===== src/rtl/cfc_consts.vh =====
// register map, field positions and reset values of the channel control bank
`ifndef CFC_CONSTS_VH
`define CFC_CONSTS_VH

`define CFC_ADDR_W          5
`define CFC_ADDR_FUNC       5'h03
`define CFC_ADDR_FREQ       5'h04
`define CFC_FUNC_W          24
`define CFC_FREQ_W          32
`define CFC_FUNC_RESET      24'h000300
`define CFC_FREQ_RESET      32'h00000000
// bits that hold storage; open bits 21:16 and 12:11 read as zero
`define CFC_FUNC_MASK       24'hc0e7ff
`define CFC_MOD_HI          23
`define CFC_MOD_LO          22
`define CFC_NO_DWELL        15
`define CFC_SWEEP_EN        14
`define CFC_LOAD_SRR        13
`define CFC_MUST_ZERO       10
`define CFC_DAC_FS_HI       9
`define CFC_DAC_FS_LO       8
`define CFC_DIG_PD          7
`define CFC_DAC_PD          6
`define CFC_MATCH_PIPE      5
`define CFC_AUTOCLR_SWEEP   4
`define CFC_CLR_SWEEP       3
`define CFC_AUTOCLR_PHASE   2
`define CFC_CLR_PHASE       1
`define CFC_SINE_SEL        0

`endif


===== src/rtl/cfc_channel_function_control.v =====
// per-channel function register and frequency word with update-strobe commit
//
// What this block does
// - bits 23:22 select amplitude, frequency, phase modulation
// - bit 14 enables linear frequency sweep
// - bit 15 no-dwell, ignored without sweep enable
// - bit 13 also reloads ramp timer on update
// - DAC full-scale field bits 9:8 resets to 11
// - bit 7 powers down the digital core
// - bit 6 powers down the converter
// - bit 5 turns on matched pipeline delay
// - bit 4: update clears sweep accumulator one cycle
// - bit 3 clears sweep accumulator storage
// - bit 2: update clears phase accumulator one cycle
// - bit 1 clears phase accumulator storage
// - bit 0 picks cosine (0) or sine (1)
// - function register at address 0x03, three bytes
// - frequency word at address 0x04, 32 bits
// - each channel keeps its own frequency word
`timescale 1ns/1ps
`default_nettype none
`include "cfc_consts.vh"

module cfc_channel_function_control #(
    parameter NUM_CH = 2
) (
    input  wire                          core_clk,
    input  wire                          srst,
    input  wire                          wr_en,
    input  wire [`CFC_ADDR_W-1:0]        wr_addr,
    input  wire [NUM_CH-1:0]             wr_ch_sel,
    input  wire [`CFC_FREQ_W-1:0]        wr_data,
    input  wire                          rd_en,
    input  wire [`CFC_ADDR_W-1:0]        rd_addr,
    input  wire [NUM_CH-1:0]             rd_ch_sel,
    input  wire                          io_update,
    output reg  [`CFC_FREQ_W-1:0]        rd_data_ff,
    output reg                           rd_valid_ff,
    output reg  [2*NUM_CH-1:0]           modulation_type_select_ff,
    output reg  [NUM_CH-1:0]             sweep_en_ff,
    output reg  [NUM_CH-1:0]             no_dwell_ff,
    output reg  [NUM_CH-1:0]             sweep_ramp_rate_reload_ff,
    output reg  [2*NUM_CH-1:0]           dac_fs_ff,
    output reg  [NUM_CH-1:0]             digital_pd_ff,
    output reg  [NUM_CH-1:0]             dac_pd_ff,
    output reg  [NUM_CH-1:0]             match_pipe_ff,
    output reg  [NUM_CH-1:0]             sweep_acc_clr_ff,
    output reg  [NUM_CH-1:0]             phase_acc_clr_ff,
    output reg  [NUM_CH-1:0]             sine_sel_ff,
    output reg  [`CFC_FREQ_W*NUM_CH-1:0] channel_freq_word_zero_ff
);

    // readback mux over the buffered copies; one word wide for any number of channels
    wire [`CFC_FUNC_W*NUM_CH-1:0] func_buf;
    wire [`CFC_FREQ_W*NUM_CH-1:0] freq_buf;
    reg  [`CFC_FREQ_W-1:0]        nxt_rd_data;
    integer                       k;

    always @*
    begin
        nxt_rd_data = 32'h00000000;
        for (k = 0; k < NUM_CH; k = k + 1)
        begin
            // with several channels selected the lowest one answers
            if (rd_ch_sel[k] && (rd_ch_sel & ((1 << k) - 1)) == 0)
            begin
                if (rd_addr == `CFC_ADDR_FUNC)
                begin
                    nxt_rd_data = {8'h00,
                        func_buf[k*`CFC_FUNC_W +: `CFC_FUNC_W]};
                end
                else if (rd_addr == `CFC_ADDR_FREQ)
                begin
                    nxt_rd_data = freq_buf[k*`CFC_FREQ_W +: `CFC_FREQ_W];
                end
                else
                begin
                    nxt_rd_data = 32'h00000000;
                end
            end
        end
    end

    // read answer registered one cycle after the request
    always @(posedge core_clk)
    begin
        if (srst)
        begin
            rd_data_ff  <= 32'h00000000;
            rd_valid_ff <= 1'b0;
        end
        else
        begin
            rd_data_ff  <= rd_en ? nxt_rd_data : 32'h00000000;
            rd_valid_ff <= rd_en;
        end
    end

    genvar g;
    generate
        for (g = 0; g < NUM_CH; g = g + 1)
        begin : gen_ch
            // buffered copy written by the serial port, active copy on update
            reg  [`CFC_FUNC_W-1:0] func_buf_ff;
            reg  [`CFC_FREQ_W-1:0] freq_buf_ff;
            reg  [`CFC_FUNC_W-1:0] func_act_ff;
            wire                   wr_here;
            wire [`CFC_FUNC_W-1:0] nxt_act;

            assign wr_here  = wr_en & wr_ch_sel[g];
            assign func_buf[g*`CFC_FUNC_W +: `CFC_FUNC_W] = func_buf_ff;
            assign freq_buf[g*`CFC_FREQ_W +: `CFC_FREQ_W] = freq_buf_ff;
            // the value that is live from the next edge on
            assign nxt_act  = io_update ? func_buf_ff : func_act_ff;

            // buffered registers; open bits never store
            always @(posedge core_clk)
            begin
                if (srst)
                begin
                    func_buf_ff <= `CFC_FUNC_RESET;
                    freq_buf_ff <= `CFC_FREQ_RESET;
                end
                else if (wr_here && wr_addr == `CFC_ADDR_FUNC)
                begin
                    // bit 10 is stored as written; software keeps it zero
                    func_buf_ff <= wr_data[`CFC_FUNC_W-1:0] &
                                   `CFC_FUNC_MASK;
                end
                else if (wr_here && wr_addr == `CFC_ADDR_FREQ)
                begin
                    freq_buf_ff <= wr_data;
                end
            end

            // commit on update and drive the per-channel control outputs
            always @(posedge core_clk)
            begin
                if (srst)
                begin
                    func_act_ff                    <= `CFC_FUNC_RESET;
                    modulation_type_select_ff[2*g +: 2] <= 2'h0;
                    sweep_en_ff[g]                 <= 1'b0;
                    no_dwell_ff[g]                 <= 1'b0;
                    sweep_ramp_rate_reload_ff[g]   <= 1'b0;
                    dac_fs_ff[2*g +: 2]            <= 2'h3;
                    digital_pd_ff[g]               <= 1'b0;
                    dac_pd_ff[g]                   <= 1'b0;
                    match_pipe_ff[g]               <= 1'b0;
                    sweep_acc_clr_ff[g]            <= 1'b0;
                    phase_acc_clr_ff[g]            <= 1'b0;
                    sine_sel_ff[g]                 <= 1'b0;
                    channel_freq_word_zero_ff[g*`CFC_FREQ_W +: `CFC_FREQ_W]
                        <= `CFC_FREQ_RESET;
                end
                else
                begin
                    func_act_ff <= nxt_act;
                    modulation_type_select_ff[2*g +: 2] <=
                        nxt_act[`CFC_MOD_HI:`CFC_MOD_LO];
                    sweep_en_ff[g] <= nxt_act[`CFC_SWEEP_EN];
                    // no-dwell means nothing while sweep is off
                    no_dwell_ff[g] <= nxt_act[`CFC_NO_DWELL] &
                                      nxt_act[`CFC_SWEEP_EN];
                    // timeout reload lives in the sweep engine; this adds
                    // the update-strobe reload when enabled
                    sweep_ramp_rate_reload_ff[g] <= io_update &
                        func_buf_ff[`CFC_LOAD_SRR];
                    dac_fs_ff[2*g +: 2] <=
                        nxt_act[`CFC_DAC_FS_HI:`CFC_DAC_FS_LO];
                    digital_pd_ff[g] <= nxt_act[`CFC_DIG_PD];
                    dac_pd_ff[g]     <= nxt_act[`CFC_DAC_PD];
                    match_pipe_ff[g] <= nxt_act[`CFC_MATCH_PIPE];
                    // level clear held while the bit stays set, or a
                    // single-cycle pulse for the autoclear on update
                    sweep_acc_clr_ff[g] <= nxt_act[`CFC_CLR_SWEEP] |
                        (io_update & func_buf_ff[`CFC_AUTOCLR_SWEEP]);
                    phase_acc_clr_ff[g] <= nxt_act[`CFC_CLR_PHASE] |
                        (io_update & func_buf_ff[`CFC_AUTOCLR_PHASE]);
                    sine_sel_ff[g] <= nxt_act[`CFC_SINE_SEL];
                    if (io_update)
                    begin
                        channel_freq_word_zero_ff[g*`CFC_FREQ_W +:
                            `CFC_FREQ_W] <= freq_buf_ff;
                    end
                end
            end
        end
    endgenerate

endmodule

`default_nettype wire


===== config.mk =====
export PLATFORM = sky130hd
export DESIGN_NAME = cfc_channel_function_control
export DESIGN_NICKNAME = d
export VERILOG_FILES = /design/src/rtl/cfc_channel_function_control.v
export VERILOG_INCLUDE_DIRS = /design/src /design/src/rtl
export SDC_FILE = /design/constraint.sdc
export NUM_CORES = 1
export LEC_CHECK = 0
export BUFFER_PORTS_ARGS = -buffer_cell sky130_fd_sc_hd__buf_2
export CAP_MARGIN = 20
export CORE_MARGIN = 5
export CORE_UTILIZATION = 52
export CTS_BUF_LIST = sky130_fd_sc_hd__clkbuf_4 sky130_fd_sc_hd__clkbuf_8 sky130_fd_sc_hd__clkbuf_16
export DETAILED_ROUTE_END_ITERATION = 10
export MAX_ROUTING_LAYER = met4
export PLACE_DENSITY = 0.85
export SYNTH_ARGS = -nofsm -noshare
export SYNTH_HDL_FRONTEND = slang
export SYNTH_SLANG_ARGS = --single-unit

===== constraint.sdc =====
create_clock -name core_clk -period 2.1 [get_ports core_clk]
set_clock_uncertainty 0.2 [all_clocks]
set_input_delay 0.21 -clock core_clk [delete_from_list [all_inputs] [get_ports core_clk]]
set_output_delay 0.21 -clock core_clk [all_outputs]
set_load 0.01 [all_outputs]

==> results of run 1 <==
## what timing repair did
item,CTS,global route
setup endpoints to repair,0,2
endpoints found under the hold margin,102,0
gates resized for setup,0,1
hold buffers,38,0
## flip-flops by register name (all words and copies together), names as in the netlist
signal / count
rd_valid_ff: 1
no_dwell_ff: 2
rd_data_ff: 32
gen_ch.func_buf_ff: 32
dac_fs_ff: 2
phase_acc_clr_ff: 2
channel_freq_word_zero_ff: 64
gen_ch.freq_buf_ff: 64
modulation_type_select_ff: 4
gen_ch.func_act_ff: 18
sweep_acc_clr_ff: 2
sweep_ramp_rate_reload_ff: 2
## cells by family (layout without fill, tap and decap cells)
group,after synthesis,after routing
compound gates,59,59
buf+inv,82,272
flops,225,225
mux,196,196
simple gates,294,294
## cell usage after synthesis, drive strengths merged
cell type / number
a211o: 4
a211oi: 4
a21o: 2
a21oi: 32
and3: 1
and3b: 17
buf: 45
clkbuf: 37
dfxtp: 225
mux2: 2
mux2i: 194
nand2: 20
nand2b: 125
nand3: 1
nand3b: 19
nor2: 99
nor2b: 5
nor3: 2
nor3b: 1
nor4bb: 2
o211ai: 2
o21ai: 1
o32ai: 14
or2: 1
or4b: 1
## power breakdown
group	total (mW)	internal (mW)	switching [mW]
combinational	0.470	0.225	0.245
clock	4.52	2.84	1.69
sequential	4.30	4.29	0.0110
total	9.29	7.35	1.94
## cells in the final DEF, fill, tap and decap left out, types with 10 or more instances in the layout
cell and instances:
nand2b_1 125, nand3b_1 19, mux2i_1 194, nand2_1 20, o32ai_2 10, buf_4 16
dfxtp_1 225, clkbuf_16 23, a21oi_1 32, nor2_1 99, and3b_1 17, dlygate4sd3_1 38
buf_2 171
## worst max-delay path, delay by kind of cell
kind	cells	cell delay [ns]
compound gates	1	0.12
buf+inv	3	1.30
simple gates	1	0.62
## layer usage
layer,routed length (µm),vias up,GRT usage [%]
li1,-,3237,-
met1,9320,3104,27.2
met2,10600,203,37.1
met3,1130,53,2.93
met4,751,0,7.47
met5,0,-,-
## cell type report
cell class	instances	area (µm²)	share of cell area, %
Sequential cell	225	4500	40.4
Clock inverter	16	244	2.19
Timing Repair Buffer	230	1460	13.1
Tap cell	225	282	2.52
Clock buffer	26	611	5.48
Multi-Input combinational cell	549	4050	36.4
## stage by stage
stage	power, mW	instances	cell area, µm²	hold WS [ns]	setup TNS, ns
floorplan	4.67	856	8990	0.138	0
global placement	4.80	1191	9920	0.258	0
detailed placement	4.80	1191	9920	0.262	-0.0208
CTS	9.37	1271	11200	0.00238	0
global route	9.59	1271	11200	0.0185	0
finish	9.29	1271	11200	0.0128	0
## path summary, 6_finish.rpt
check / from / to / slack (ns) / depth (start not counted)
max: rd_en / rd_data_ff[23] / 0.09 / 5
min: rd_addr[0] / rd_data_ff[23] / 0.01 / 4
max reg2reg: gen_ch[0].freq_buf_ff[15] / rd_data_ff[15] / 0.92 / 3
min reg2reg: gen_ch[0].freq_buf_ff[16] / rd_data_ff[16] / 0.27 / 2
==> impl_metrics.env, run 1 <==
export IMPL_end_kind="register"
export IMPL_vias_per_cell=5.19
export IMPL_synthMuxAreaShare_pct=21.9
export IMPL_rsz0062_at_grt="no"
export IMPL_grt_max_degree=228
export IMPL_leakagePower_nw=5.18
export IMPL_area_growth_syn_to_layout_pct=24.1
export IMPL_synth_compound_area_share_pct=5.10
export IMPL_hold_viol_final=0
export IMPL_start_util_pct=52.5
export IMPL_fin_ws_ns=0.0853
export IMPL_antennaDiodeCount=0
export IMPL_place_ws_ns=-0.0208
export IMPL_syn_area_um2=8990
export IMPL_syn_inst=856
export IMPL_finalWeightedCongestion=0.786
export IMPL_hold_class="input pin to register"
export IMPL_path_max_fanout=8
export IMPL_max_stage_delay_ns=0.68
export IMPL_relSlewSlack_pct=43.0
export IMPL_grt_usage_pct=22.0
export IMPL_dr_pass1_iters=5
export IMPL_die_w_um=141
export IMPL_startpoint_type="input pin"
export IMPL_ys_ff_latch=225
export IMPL_yosys_area_share_simple_pct=18.0
export IMPL_die_area_um2=20000
export IMPL_row_count=48
export IMPL_avgRoutedWirePerCell_um=17.1
export IMPL_vias=6597
export IMPL_clock_latency_ns=0.51
export IMPL_path_class="input pin to register"
export IMPL_setup_viol=0
export IMPL_htreeDepth=1
export IMPL_maxCapViolCount=0
export IMPL_postCtsSetupRepairBufs=0
export IMPL_grt_ovfl_total=0
export IMPL_clock_path_buffers=3
export IMPL_core_um2=17100
export IMPL_grt_pass1_wl_um=35200
export IMPL_post_dp_hpwl_um=14300
export IMPL_fin_util_pct=65.1
export IMPL_vdd_ir_drop_max_mv=0.770
export IMPL_avgSynthCellArea_um2=10.5
export IMPL_nets=1080
export IMPL_ys_types=29
export IMPL_finalCritPeriodShare_pct=95.9
export IMPL_antenna_found_initial=0
export IMPL_tightest_slew_ns=0.854
export IMPL_clkSlewWorstSetupHoldPaths_ns=0.06
export IMPL_synth_xor_area_share_pct=0
export IMPL_timing_critical_path_required_ns=2.33
export IMPL_ys_warn_count=0
export IMPL_num_io_pins=174
export IMPL_critPathMostFrequentCell="dlygate4sd3_1"
export IMPL_ys_seq_area_share_pct=50.1
export IMPL_synth_fa_ha_area_share_pct=0
export IMPL_drv_slew=0
export IMPL_crit_chain="dlygate4sd3_1 > buf_2 > or4b_1 > dlygate4sd3_1 > a21oi_1"
export IMPL_grt_pass1_vias=6708
export IMPL_synth_area_leader_cell="dfxtp_1"
export IMPL_io_buffer_count=173
export IMPL_synth_top_cells_by_area="dfxtp_1 (50%), mux2i_1 (22%), nand2b_1 (8.7%)"
export IMPL_period_minus_slack_ns=2.01
export IMPL_cts_sinks=225
export IMPL_drt_total_wl_um=21800
export IMPL_synth_top_area_share_pct=50.1
export IMPL_critPathSlowestCell="dlygate4sd3_1"
export IMPL_root_buffer="clkbuf_16"
export IMPL_drt_iter0_drc=308
export IMPL_cts_tree="built"
export IMPL_powerDensity_nw_per_um2=833
export IMPL_cp_arrival_ns=2.25
export IMPL_synth_top_family_by_area="multiplexers"
export IMPL_fmax_mhz=496
export IMPL_cts_buffers=23
export IMPL_post_route_drc_count=0
export IMPL_status="finished clean"
export IMPL_syn_nets=907
export IMPL_drive_gt1_share_pct=23.8
export IMPL_ant_nets=0
export IMPL_fill_cells=1322
export IMPL_die_y_um=141
(Power assumes the default switching activity.)
==> run 2, diff against run 1 <==
Settings changed: MAX_ROUTING_LAYER met4 to unset.
==> impl_metrics.env, run 2 (synthesized netlist as in run 1, its figures left out) <==
export IMPL_status="finished clean"
export IMPL_clock_latency_ns=0.51
export IMPL_clkSlewWorstSetupHoldPaths_ns=0.06
export IMPL_end_kind="register"
export IMPL_path_max_fanout=8
export IMPL_core_um2=17100
export IMPL_largestRegisters="channel_freq_word_zero_ff: 64 flops, gen_ch.freq_buf_ff: 64 flops"
export IMPL_leakagePower_nw=5.18
export IMPL_die_y_um=141
export IMPL_fill_cells=1322
export IMPL_grt_pass1_wl_um=35100
export IMPL_grt_ovfl_total=0
export IMPL_root_buffer="clkbuf_16"
export IMPL_p_sw_mw=1.94
export IMPL_cp_arrival_ns=2.27
export IMPL_mostFrequentLayoutCell="dfxtp_1"
export IMPL_layout_common_cells="dfxtp_1 (225), mux2i_1 (194), buf_2 (171)"
export IMPL_startpoint_type="input pin"
export IMPL_vdd_ir_drop_max_mv=0.769
export IMPL_ant_nets=0
export IMPL_finalWeightedCongestion=0.776
export IMPL_fmax_mhz=492
export IMPL_r2r_start="gen_ch[0].freq_buf_ff[15]"
export IMPL_antennaDiodeCount=0
export IMPL_hold_class="input pin to register"
export IMPL_die_w_um=141
export IMPL_htreeDepth=1
export IMPL_fin_area_um2=11200
export IMPL_maxCapViolCount=0
export IMPL_tightest_slew_ns=0.909
export IMPL_dr_pass1_iters=4
export IMPL_cts_tree="built"
export IMPL_drt_total_wl_um=21800
export IMPL_p_int_mw=7.35
export IMPL_num_io_pins=174
export IMPL_combPwrFrac_pct=5.1
export IMPL_grt_usage_pct=21.3
export IMPL_drive_gt1_share_pct=23.8
export IMPL_start_util_pct=52.5
export IMPL_cts_buffers=23
export IMPL_period_minus_slack_ns=2.03
export IMPL_nets=1080
export IMPL_avgRoutedWirePerCell_um=17.1
export IMPL_vias=6609
export IMPL_drt_iter0_drc=349
export IMPL_post_route_drc_count=0
export IMPL_rsz0062_at_grt="no"
export IMPL_grt_max_degree=228
export IMPL_reg2reg_slack_ns=0.92
export IMPL_clock_path_buffers=3
export IMPL_io_buffer_count=173
export IMPL_cts_sinks=225
export IMPL_reg2reg_depth=3
export IMPL_setup_tns_ns=0
export IMPL_antenna_found_initial=0
export IMPL_vias_per_cell=5.20
export IMPL_post_dp_hpwl_um=14300
export IMPL_finalCritPeriodShare_pct=96.7
export IMPL_relSlewSlack_pct=39.4
export IMPL_row_count=48
export IMPL_path_class="input pin to register"
export IMPL_area_growth_syn_to_layout_pct=24.1
export IMPL_swShare_pct=20.9
export IMPL_min_to="rd_data_ff[23]"
export IMPL_holdPathStages=4
export IMPL_die_area_um2=20000
export IMPL_setup_viol=0
export IMPL_postCtsSetupRepairBufs=0
export IMPL_p_seq_share_pct=46.2
export IMPL_hold_viol_final=0
export IMPL_drv_slew=0
export IMPL_r2r_end="rd_data_ff[15]"
export IMPL_p_clk_share_pct=48.7
export IMPL_grt_pass1_vias=6701
export IMPL_worstHoldStart="rd_addr[0]"
export IMPL_timing_critical_path_required_ns=2.33
export IMPL_powerDensity_nw_per_um2=833
export IMPL_dpl_instance_area_um2=9920
==> run 2: cell counts in the layout (fill, tap and decap cells not counted) <==
No cell type changed its count.
==> run 2: cell type report <==
cell class | count | area (µm²) | share of cell area (%)
timing repair buffer | 230 | 1460 | 13.1
clock inverter | 16 | 244 | 2.19
clock buffer | 26 | 611 | 5.48
tap | 225 | 282 | 2.52
sequential | 225 | 4500 | 40.4
multi-input combinational | 549 | 4050 | 36.4
==> run 2: per-layer routing <==
metal  vias to the layer above  track usage [%]  wire length, µm
met4                         0             7.63              763
met1                      3124             27.0             9310
met3                        52             3.34             1100
met2                       195             37.0            10600
li1                       3238                -                -
met5                         -                0                0
==> run 2: what timing repair did <==
item	in CTS	in global routing
resized for setup	0	1
endpoints found under the setup margin	0	2
hold buffers	38	0
hold endpoints to repair	102	0
==> run 2: worst max path at each step <==
| stage | from | to | slack [ns] | depth (start not counted) |
|---|---|---|---|---|
| 2_1_floorplan | rd_addr[4] | rd_data_ff[3] | 0.37 | 6 |
| 3_3_place_gp | rd_addr[4] | rd_data_ff[22] | 0.05 | 4 |
| 3_5_place_dp | rd_addr[4] | rd_data_ff[2] | -0.02 | 4 |
| 4_1_cts | rd_en | rd_data_ff[2] | 0.1 | 5 |
| 5_1_grt | rd_en | rd_data_ff[2] | 0.03 | 5 |
| 6_report | rd_en | rd_data_ff[23] | 0.07 | 5 |
==> run 2: critical path, cell delays in order <==
cell,delay [ns]
dlygate4sd3_1,0.52
buf_2,0.10
or4b_1,0.63
dlygate4sd3_1,0.68
a21oi_1,0.12
==> run 2: power groups by stage <==
stage	registers [mW]	logic [mW]	clock network [mW]
CTS	4.30	0.467	4.61
detailed placement	4.39	0.412	0
global placement	4.39	0.409	0
floorplan	4.39	0.278	0
finish	4.30	0.469	4.53
global route	4.30	0.502	4.80
==> run 2: per-stage QoR <==
| step | instances | hold slack, ns | total power, mW | setup WS [ns] | util [%] |
|---|---|---|---|---|---|
| floorplan | 856 | 0.138 | 4.67 | 0.368 | - |
| global placement | 1191 | 0.258 | 4.80 | 0.0482 | 57.9 |
| detailed placement | 1191 | 0.262 | 4.80 | -0.0208 | 57.9 |
| CTS | 1271 | 0.00238 | 9.37 | 0.0981 | 65.1 |
| global route | 1271 | 0.0195 | 9.59 | 0.0275 | 65.1 |
| finish | 1271 | 0.0118 | 9.29 | 0.0690 | 65.1 |
